[src/rtl/pmc_pkg.sv]
// Purpose: Shared constants for the quad-port SerDes mode configuration.
// Assumes: One 200 MHz clock, synchronous active-high reset.
// Notes: Field codes and reset values used by the mode logic.
package pmc_pkg;

  localparam int PMC_PORTS = 4;
  localparam logic [1:0] PMC_MAC_SGMII = 2'h0;
  localparam logic [1:0] PMC_MAC_QSGMII = 2'h1;
  localparam logic [2:0] PMC_MEDIA_CU = 3'h0;
  localparam logic [2:0] PMC_MEDIA_PXFER = 3'h1;
  localparam logic [2:0] PMC_MEDIA_1000X = 3'h2;
  localparam logic [2:0] PMC_MEDIA_100FX = 3'h3;
  localparam logic [1:0] PMC_MAC_MODE_RST = 2'h0;
  localparam logic [2:0] PMC_MEDIA_RST = 3'h0;
  localparam logic [1:0] PMC_SPEED_10 = 2'h0;
  localparam logic [1:0] PMC_SPEED_100 = 2'h1;
  localparam logic [1:0] PMC_SPEED_1000 = 2'h2;
  // Soft reset hold time in ns and its cycle count at 200 MHz.
  localparam int PMC_SRST_NS = 20;
  localparam int PMC_CLK_MHZ = 200;
  localparam int PMC_SRST_CYC = (PMC_SRST_NS * PMC_CLK_MHZ + 999) / 1000;
  localparam logic [3:0] PMC_SRST_CNT = 4'(PMC_SRST_CYC);

endpackage

[src/rtl/pmc_port_if.sv]
// Purpose: Per-port mode bundle between top and port slice.
// Assumes: Same clock domain on both sides.
// Notes: The top drives the requests, the slice returns the active state.
interface pmc_port_if;
  logic wr_media;
  logic [2:0] wr_media_val;
  logic wr_xsel;
  logic wr_xsel_val;
  logic srst_req;
  logic [2:0] media_act;
  logic xsel_act;
  logic srst_busy;
  modport top (output wr_media, wr_media_val, wr_xsel, wr_xsel_val,
    srst_req, input media_act, xsel_act, srst_busy);
  modport slice (input wr_media, wr_media_val, wr_xsel, wr_xsel_val,
    srst_req, output media_act, xsel_act, srst_busy);
endinterface

[src/rtl/pmc_mode_cfg.sv]
// Purpose: Mode selection and management addressing of a quad-port PHY.
// Assumes: Control bits arrive as plain same-clock ports; straps are pins.
// Notes: Write strobes are one cycle; port_sel picks the target port, or bcast_en targets all ports at once.

module pmc_mode_cfg
  import pmc_pkg::*;
#(
  parameter int PORTS = PMC_PORTS
)
(
  input wire logic ref_clk,
  input wire logic rst,
  input wire logic [1:0] port_sel,
  input wire logic bcast_en,
  input wire logic mac_mode_wr,
  input wire logic [1:0] mac_mode_val,
  input wire logic media_wr,
  input wire logic [2:0] media_val,
  input wire logic xsel_wr,
  input wire logic xsel_val,
  input wire logic soft_rst_set,
  input wire logic [PORTS-1:0] mac_an_en,
  input wire logic [PORTS-1:0] media_an_en,
  input wire logic [PORTS-1:0] unidir_en,
  input wire logic [PORTS-1:0] ams_en,
  input wire logic [PORTS-1:0] link_ok,
  input wire logic [PORTS-1:0] sig_detect,
  input wire logic [PORTS-1:0] test_en,
  input wire logic addr_reverse,
  input wire logic [3:0] board_address_strap,
  output logic [1:0] mac_mode_rd,
  output logic [PORTS*3-1:0] media_rd,
  output logic [PORTS-1:0] xsel_rd,
  output logic [PORTS-1:0] soft_rst_rd,
  output logic [PORTS-1:0] unidir_ability,
  output logic [PORTS-1:0] mac_an_run,
  output logic [PORTS-1:0] clause37_mac,
  output logic [PORTS-1:0] media_an_run,
  output logic [PORTS-1:0] gig_only,
  output logic [PORTS-1:0] qsgmii_lane,
  output logic [PORTS-1:0] fiber_tx_en,
  output logic [PORTS-1:0] pxfer_link,
  output logic [PORTS-1:0] led_col_ok,
  output logic [PORTS-1:0] test_run,
  output logic qsgmii_mode,
  output logic [PORTS*5-1:0] mgmt_addr
);

  // ----------------------------------------------------------------
  // Strap and signal detect synchronisers
  // ----------------------------------------------------------------
  logic [3:0] strap_s1_ff;
  logic [3:0] strap_s2_ff;
  logic [PORTS-1:0] sd_s1_ff;
  logic [PORTS-1:0] sd_s2_ff;

  always_ff @(posedge ref_clk)
  begin
    if (rst)
    begin
      strap_s1_ff <= 4'h0;
      strap_s2_ff <= 4'h0;
      sd_s1_ff <= '0;
      sd_s2_ff <= '0;
    end
    else
    begin
      strap_s1_ff <= board_address_strap;
      strap_s2_ff <= strap_s1_ff;
      sd_s1_ff <= sig_detect;
      sd_s2_ff <= sd_s1_ff;
    end
  end

  // ----------------------------------------------------------------
  // Global MAC mode
  // ----------------------------------------------------------------
  // A single global field; it needs no port reset since no port owns it.
  logic [1:0] mac_mode_ff;

  always_ff @(posedge ref_clk)
  begin
    if (rst)
      mac_mode_ff <= PMC_MAC_MODE_RST;
    else if (mac_mode_wr)
      mac_mode_ff <= mac_mode_val;
  end

  wire is_qsgmii = (mac_mode_ff == PMC_MAC_QSGMII);
  wire is_sgmii_fam = (mac_mode_ff == PMC_MAC_SGMII);

  // ----------------------------------------------------------------
  // Per-port slices and derived status
  // ----------------------------------------------------------------
  function automatic logic port_hit(input logic [1:0] sel,
    input logic bc, input int idx);
    port_hit = bc || (sel == 2'(idx));
  endfunction

  function automatic logic is_fiber(input logic [2:0] m);
    is_fiber = (m == PMC_MEDIA_1000X) || (m == PMC_MEDIA_100FX);
  endfunction

  logic [PORTS-1:0] nxt_mac_an_run;
  logic [PORTS-1:0] nxt_clause37;
  logic [PORTS-1:0] nxt_media_an;
  logic [PORTS-1:0] nxt_gig_only;
  logic [PORTS-1:0] nxt_qlane;
  logic [PORTS-1:0] nxt_fiber_tx;
  logic [PORTS-1:0] nxt_pxfer;
  logic [PORTS-1:0] nxt_led_col;
  logic [PORTS-1:0] nxt_test;
  logic [PORTS*3-1:0] act_media;
  logic [PORTS-1:0] act_xsel;
  logic [PORTS-1:0] srst_busy;
  logic [PORTS*5-1:0] nxt_addr;
  logic [PORTS*3-1:0] media_rd_ff;
  logic [PORTS-1:0] xsel_rd_ff;
  logic [PORTS-1:0] srst_rd_ff;
  logic [PORTS-1:0] mac_an_ff;
  logic [PORTS-1:0] c37_ff;
  logic [PORTS-1:0] media_an_ff;
  logic [PORTS-1:0] gig_ff;
  logic [PORTS-1:0] qlane_ff;
  logic [PORTS-1:0] ftx_ff;
  logic [PORTS-1:0] pxfer_ff;
  logic [PORTS-1:0] ledc_ff;
  logic [PORTS-1:0] test_ff;
  logic [PORTS*5-1:0] addr_ff;
  logic [PORTS-1:0] ability_ff;

  genvar gi;
  generate
    for (gi = 0; gi < PORTS; gi++)
    begin : g_port
      pmc_port_if pif ();
      wire hit = port_hit(port_sel, bcast_en, gi);
      wire [2:0] med = pif.media_act;
      wire x1000 = is_sgmii_fam && pif.xsel_act;
      wire [4:0] base = {strap_s2_ff, 1'b0};
      // Reversal counts ports down from the top of the four-address group.
      wire [4:0] pnum = addr_reverse ? 5'(PORTS - 1 - gi) : 5'(gi);

      assign pif.wr_media = media_wr && hit;
      assign pif.wr_media_val = media_val;
      assign pif.wr_xsel = xsel_wr && hit;
      assign pif.wr_xsel_val = xsel_val;
      assign pif.srst_req = soft_rst_set && hit;

      pmc_port_slice i_pmc_port_slice (
        .ref_clk(ref_clk),
        .rst(rst),
        .pif(pif)
      );

      assign act_media[gi*3 +: 3] = med;
      assign act_xsel[gi] = pif.xsel_act;
      assign srst_busy[gi] = pif.srst_busy;
      // MAC autoneg is held off while a port is still in soft reset.
      assign nxt_mac_an_run[gi] = mac_an_en[gi] && !pif.srst_busy;
      assign nxt_clause37[gi] = x1000 && mac_an_en[gi];
      assign nxt_gig_only[gi] = x1000;
      assign nxt_qlane[gi] = is_qsgmii;
      assign nxt_media_an[gi] = (med == PMC_MEDIA_1000X) &&
        media_an_en[gi] && !unidir_en[gi];
      // Unidirectional transmit ignores link state, but only on fiber and only with ams_en clear.
      assign nxt_fiber_tx[gi] = is_fiber(med) &&
        (link_ok[gi] || (unidir_en[gi] && !ams_en[gi]));
      assign nxt_pxfer[gi] = (med == PMC_MEDIA_PXFER) && sd_s2_ff[gi];
      assign nxt_led_col[gi] = (med != PMC_MEDIA_PXFER);
      assign nxt_test[gi] = test_en[gi] &&
        (is_fiber(med) || med == PMC_MEDIA_CU);
      assign nxt_addr[gi*5 +: 5] = base + pnum;
    end
  endgenerate

  // ----------------------------------------------------------------
  // Output registers
  // ----------------------------------------------------------------
  always_ff @(posedge ref_clk)
  begin
    if (rst)
    begin
      media_rd_ff <= '0;
      xsel_rd_ff <= '0;
      srst_rd_ff <= '0;
      mac_an_ff <= '0;
      c37_ff <= '0;
      media_an_ff <= '0;
      gig_ff <= '0;
      qlane_ff <= '0;
      ftx_ff <= '0;
      pxfer_ff <= '0;
      ledc_ff <= '0;
      test_ff <= '0;
      addr_ff <= '0;
      ability_ff <= {PORTS{1'b1}};
    end
    else
    begin
      media_rd_ff <= act_media;
      xsel_rd_ff <= act_xsel;
      srst_rd_ff <= srst_busy;
      mac_an_ff <= nxt_mac_an_run;
      c37_ff <= nxt_clause37;
      media_an_ff <= nxt_media_an;
      gig_ff <= nxt_gig_only;
      qlane_ff <= nxt_qlane;
      ftx_ff <= nxt_fiber_tx;
      pxfer_ff <= nxt_pxfer;
      ledc_ff <= nxt_led_col;
      test_ff <= nxt_test;
      addr_ff <= nxt_addr;
      // The ability never changes, but a flop keeps every output registered.
      ability_ff <= {PORTS{1'b1}};
    end
  end

  assign mac_mode_rd = mac_mode_ff;
  assign qsgmii_mode = qlane_ff[0];
  assign media_rd = media_rd_ff;
  assign xsel_rd = xsel_rd_ff;
  assign soft_rst_rd = srst_rd_ff;
  assign unidir_ability = ability_ff;
  assign mac_an_run = mac_an_ff;
  assign clause37_mac = c37_ff;
  assign media_an_run = media_an_ff;
  assign gig_only = gig_ff;
  assign qsgmii_lane = qlane_ff;
  assign fiber_tx_en = ftx_ff;
  assign pxfer_link = pxfer_ff;
  assign led_col_ok = ledc_ff;
  assign test_run = test_ff;
  assign mgmt_addr = addr_ff;

  // ----------------------------------------------------------------
  // Checks
  // ----------------------------------------------------------------
  a_an_gated: assert property (@(posedge ref_clk) disable iff (rst)
    !mac_an_en[0] |=> !mac_an_run[0])
    else $error("MAC autoneg ran without enable.");

  a_unidir_tx: assert property (@(posedge ref_clk) disable iff (rst)
    unidir_en[0] && !ams_en[0] && is_fiber(act_media[2:0])
    |=> fiber_tx_en[0])
    else $error("Unidirectional fiber transmit missing.");

  a_addr_port1: assert property (@(posedge ref_clk) disable iff (rst)
    !addr_reverse ##1 $stable(strap_s2_ff)
    |-> mgmt_addr[9:5] == {strap_s2_ff, 1'b0} + 5'h1)
    else $error("Port one address wrong.");

  a_gig_mode: assert property (@(posedge ref_clk) disable iff (rst)
    mac_mode_ff == PMC_MAC_SGMII && act_xsel[0] |=> gig_only[0])
    else $error("1000BASE-X MAC not gigabit only.");

  a_sgmii_rates: assert property (@(posedge ref_clk) disable iff (rst)
    !act_xsel[0] |=> !gig_only[0])
    else $error("SGMII port forced to gigabit.");

  a_qsgmii_sel: assert property (@(posedge ref_clk) disable iff (rst)
    mac_mode_ff == PMC_MAC_QSGMII |=> qsgmii_mode)
    else $error("QSGMII mode not reported.");

  a_pxfer_sd: assert property (@(posedge ref_clk) disable iff (rst)
    !sd_s2_ff[0] |=> !pxfer_link[0])
    else $error("Transfer link without signal detect.");

  a_srst_clear: assert property (@(posedge ref_clk) disable iff (rst)
    soft_rst_set && port_sel == 2'h0 ##1 !soft_rst_set [*8]
    |-> !soft_rst_rd[0])
    else $error("Soft reset bit did not clear.");

  a_media_an_gate: assert property (@(posedge ref_clk) disable iff (rst)
    !media_an_en[1] || unidir_en[1] |=> !media_an_run[1])
    else $error("Media autoneg ran while disabled.");

  a_pxfer_led: assert property (@(posedge ref_clk) disable iff (rst)
    act_media[11:9] == PMC_MEDIA_PXFER |=> !led_col_ok[3])
    else $error("Collision LED allowed in transfer mode.");

  a_test_fiber: assert property (@(posedge ref_clk) disable iff (rst)
    test_en[0] && is_fiber(act_media[2:0]) |=> test_run[0])
    else $error("Test features blocked in fiber mode.");

  a_qlane_all: assert property (@(posedge ref_clk) disable iff (rst)
    is_qsgmii |=> qsgmii_lane == {PORTS{1'b1}})
    else $error("Not every port carried on the quad link.");

endmodule // pmc_mode_cfg

[src/rtl/pmc_port_slice.sv]
// Purpose: One port's pending and active mode with soft reset sequencing.
// Assumes: Writes arrive as single-cycle strobes.
// Notes: The pending value only becomes active at the end of soft reset.
module pmc_port_slice
  import pmc_pkg::*;
(
  input wire logic ref_clk,
  input wire logic rst,
  pmc_port_if.slice pif
);

  logic [2:0] pend_media_ff;
  logic pend_xsel_ff;
  logic [2:0] act_media_ff;
  logic act_xsel_ff;
  logic [3:0] srst_cnt_ff;
  logic [3:0] nxt_srst_cnt;
  wire srst_done = (srst_cnt_ff == 4'h1);

  // Reset restarts the count, so a second request only lengthens it.
  assign nxt_srst_cnt = pif.srst_req ? PMC_SRST_CNT :
    (srst_cnt_ff != 4'h0) ? srst_cnt_ff - 4'h1 : 4'h0;

  always_ff @(posedge ref_clk)
  begin
    if (rst)
    begin
      pend_media_ff <= PMC_MEDIA_RST;
      pend_xsel_ff <= 1'b0;
      act_media_ff <= PMC_MEDIA_RST;
      act_xsel_ff <= 1'b0;
      srst_cnt_ff <= 4'h0;
    end
    else
    begin
      if (pif.wr_media)
        pend_media_ff <= pif.wr_media_val;
      if (pif.wr_xsel)
        pend_xsel_ff <= pif.wr_xsel_val;
      srst_cnt_ff <= nxt_srst_cnt;
      if (srst_done)
      begin
        act_media_ff <= pend_media_ff;
        act_xsel_ff <= pend_xsel_ff;
      end
    end
  end

  assign pif.media_act = act_media_ff;
  assign pif.xsel_act = act_xsel_ff;
  assign pif.srst_busy = (srst_cnt_ff != 4'h0);

  a_mode_holds: assert property (@(posedge ref_clk) disable iff (rst)
    !srst_done |=> $stable(act_media_ff))
    else $error("Active media mode changed without soft reset.");

  a_srst_busy_len: assert property (@(posedge ref_clk) disable iff (rst)
    pif.srst_req ##1 !pif.srst_req [*2] |-> pif.srst_busy)
    else $error("Soft reset ended too early.");

endmodule // pmc_port_slice

[config.mk]
export PLATFORM = sky130hd
export DESIGN_NAME = pmc_mode_cfg
export DESIGN_NICKNAME = d
export VERILOG_FILES = /design/src/rtl/pmc_pkg.sv /design/src/rtl/pmc_port_if.sv /design/src/rtl/pmc_mode_cfg.sv /design/src/rtl/pmc_port_slice.sv
export SDC_FILE = /design/constraint.sdc
export NUM_CORES = 1
export LEC_CHECK = 0
export BUFFER_PORTS_ARGS = -buffer_cell sky130_fd_sc_hd__buf_2
export CAP_MARGIN = 20
export CORE_MARGIN = 8
export CORE_UTILIZATION = 30
export CTS_CLUSTER_DIAMETER = 40
export DETAILED_ROUTE_END_ITERATION = 10
export GPL_ROUTABILITY_DRIVEN = 0
export PLACE_DENSITY = 0.61
export SLEW_MARGIN = 0
export SYNTH_ARGS = -nofsm -noshare
export SYNTH_HDL_FRONTEND = slang
export SYNTH_SLANG_ARGS = --single-unit
[constraint.sdc]
create_clock -name ref_clk -period 3.1 [get_ports ref_clk]
set_input_delay 0.62 -clock ref_clk [delete_from_list [all_inputs] [get_ports ref_clk]]
set_output_delay 0.62 -clock ref_clk [all_outputs]
set_load 0.005 [all_outputs]
==> impl_results.rst <==
.. list-table::
   :header-rows: 1

   * - Metric
     - Value
   * - Area used by sequential logic in the layout
     - 2580 um^2
   * - Share of synthesized registers carrying an async set or reset
     - 0
   * - Area of combinational cells with multiple inputs
     - 1690 um^2
   * - Area of the die
     - 19300 um^2
   * - Worst slew margin
     - 0.523
   * - First-pass GRT wire length
     - 16.9 mm
   * - First-pass iteration count of the detailed router
     - 4
   * - Final Skew
     - 0.00548 ns
   * - CTS Hold Buffers Added
     - 0
   * - Crit path max-delay cell type
     - dfxtp_1
   * - Htree depth
     - 4
   * - Top delay family on crit path
     - flip-flops
   * - Final #Nets
     - 613
   * - Vias in the first global route
     - 3309
   * - Die X
     - 139 um
   * - Overall Global Routing Usage
     - 0.112
   * - Yosys warning count
     - 0
   * - Antenna violations before repair
     - 1
   * - Synth Register Bits
     - 129
   * - Critical Path Source Type
     - flip-flop
   * - Per-instance average area after synthesis
     - 10.6 um^2
   * - Share of the cycle needed by the critical path after routing
     - 0.527
   * - Max rail drop VDD
     - 0.432 mV
   * - Top-level port count
     - 131
   * - Cell at the root of the clock tree
     - clkbuf_16
   * - Hold crit path type
     - primary input to flip-flop
   * - RSZ-0062 raised after global routing
     - false
   * - Register clock-pin slew on the reported worst setup and hold paths
     - 0.05 ns
   * - I/O Buffers
     - 126
   * - CP Capture Type
     - output port
   * - Max incr delay on CP
     - 0.44 ns
   * - Register area share after synthesis
     - 0.571
   * - Fmax
     - 612 MHz
   * - Number of inserted diodes
     - 0
   * - Max-capacitance violation count
     - 0
   * - Vertical extent of the die
     - 139 um
   * - Finish-stage setup viols
     - 0
   * - Data arrival time of the critical path
     - 1.01 ns
   * - Clock tree sinks
     - 129
   * - Endpoint required time on the critical path
     - 2.48 ns
   * - Fraction of final layout cells with drive strength greater than 1
     - 0.294
   * - # DRC
     - 0
   * - Synthesized cell area
     - 4520 um^2
   * - Maximum fanout along the worst path
     - 4
   * - Cell leakage power
     - 2.75 nW
   * - Transition at the pin with the smallest max-transition slack
     - 0.712 ns
   * - Buffers from clock root to sink, at most
     - 2
   * - Netlist cell types
     - 37
   * - Remaining global-route overflow
     - 0
   * - Total setup buffers inserted after CTS
     - 0
   * - Leading cell type in the layout, fill and taps excluded
     - dfxtp_1
   * - Final Non-Filler Cells
     - 750
   * - Total power per unit cell area
     - 821 nW/um^2
   * - Flip-flop cell with the highest count after synthesis
     - dfxtp_1
   * - Cells along the critical path
     - buf_2
   * - Fill cells
     - 1493
   * - Post-detailed-route via-to-cell ratio
     - 4.26
   * - Aggregate routed wire length
     - 10.5 mm
   * - Final routed wire length divided by cell count
     - 14.1 um
   * - Total negative setup slack
     - 0 ns
   * - Initial DRC count
     - 149
   * - Number of synthesized flops with an enable pin
     - 0
   * - Final Hold Viols
     - 0
   * - Type of the setup path with the least slack
     - flip-flop to output port
   * - Total buffers and inverters traversed by the critical path
     - 1
   * - Most used cells in the layout excluding fill and tap cells
     - 129 x dfxtp_1, 126 x buf_2, 51 x nor2_1, 38 x nor2b_1, 33 x mux2i_1
   * - Post-route ant nets
     - 0
   * - Pin count of the biggest net entering global routing
     - 42
   * - Placed Cells
     - 718
   * - Total count of max-transition violations in the final report
     - 0
   * - Core area
     - 15000 um^2
   * - CTS tree
     - done
   * - Final min period
     - 1.63 ns
   * - PostCTS Resize Cnt
     - 0
   * - Post-detail-place hpwl
     - 8.11 mm
   * - Number of CTS-inserted buffers
     - 17
   * - Effective utilization at floorplan
     - 0.302
   * - Later-pin clock latency in the skew report
     - 0.41 ns
   * - Number of core rows
     - 45
   * - Via count of the routed design
     - 3192
   * - Number of standard cells after synthesis
     - 428
   * - Synth-to-Final Area Change
     - 29.7%
   * - Status
     - finished, final reports clean
[power by group]
group | internal (mW) | switching, mW | leakage [nW] | total, mW
registers | 1.84 | 0.132 | 1.05 | 1.98
clock network | 1.43 | 0.688 | 0.305 | 2.12
logic | 0.351 | 0.370 | 1.38 | 0.722
[state kept, by name (all words and copies together) (netlist names), 10 cells and up]
register / flops
mgmt_addr: 10
g_port.i_pmc_port_slice.pend_media_ff: 12
media_rd: 12
g_port.i_pmc_port_slice.pif.media_act: 12
g_port.i_pmc_port_slice.srst_cnt_ff: 16
[synth_stat cells (2+ instances only)]
master    number  area (um^2)
and2_1         6         37.5
xnor2_1        7         61.3
and3_1         8         50.1
inv_1         16         60.1
nand2_1       28          105
nor2_1        51          191
nor4b_1        7         61.3
nor2b_1       38          238
xor2_1         5         43.8
mux2i_1       33          330
ha_1          16          200
nor3b_2        4         50.1
buf_2          7         35.0
dfxtp_1      129         2580
nor3_1        10         50.1
clkbuf_1       3         11.3
buf_4         18          135
o21a_1         3         22.5
o21ai_0        3         15.0
a21oi_1        8         40.0
and4_1         4         35.0
a21o_1         3         22.5
nand3_1        3         15.0
o22ai_1        2         12.5
nand2b_1       4         25.0
[cells by family after synthesis]
family	share of synthesized area
AOI/OAI and AO/OA	0.0360
xor gates and xnor gates	0.0232
adders and majority gates	0.0443
buffers and inverters	0.0576
DFF	0.571
muxes	0.0731
other	0.000830
and+or+nand+nor	0.194
[final timing paths]
| check | start | endpoint | slack [ns] | cells past startpoint |
|---|---|---|---|---|
| max reg2reg | g_port[1].i_pmc_port_slice.srst_cnt_ff[1] | g_port[1].i_pmc_port_slice.pif.media_act[0] | 1.62 | 5 |
| min | unidir_en[1] | media_an_run[1] | 0.38 | 2 |
| min reg2reg | sd_s2_ff[3] | pxfer_link[3] | 0.43 | 2 |
| max | mac_mode_rd[0] | mac_mode_rd[0] | 1.47 | 1 |
[stage by stage]
stage	cell area [um^2]	hold slack, ns	power (mW)	setup WS [ns]	util
4_1_cts	5860	0.359	4.88	1.45	0.392
2_1_floorplan	4530	0.395	2.50	1.64	-
5_1_grt	5860	0.361	5.07	1.40	0.392
3_3_place_gp	5220	0.421	2.70	1.33	0.349
3_5_place_dp	5220	0.410	2.73	1.26	0.349
6_report	5860	0.385	4.81	1.47	0.392
[routing by layer]
layer | GRT usage | vias to the layer above | wire (um)
li1 | - | 1620 | -
met2 | 0.188 | 92 | 5200
met1 | 0.118 | 1468 | 4370
met3 | 0.0571 | 10 | 859
met4 | 0.0451 | 2 | 100
met5 | 0 | - | 13
[area by class of cell]
cell class              count  area share
clock buffers              23      0.0832
well taps                 188      0.0401
clock inverters             9      0.0260
repair buffers            129       0.111
inverters                  17      0.0109
flip-flops and latches    129       0.440
multi-input cells         255       0.288
Note: power is estimated with default switching activity, not from simulation.
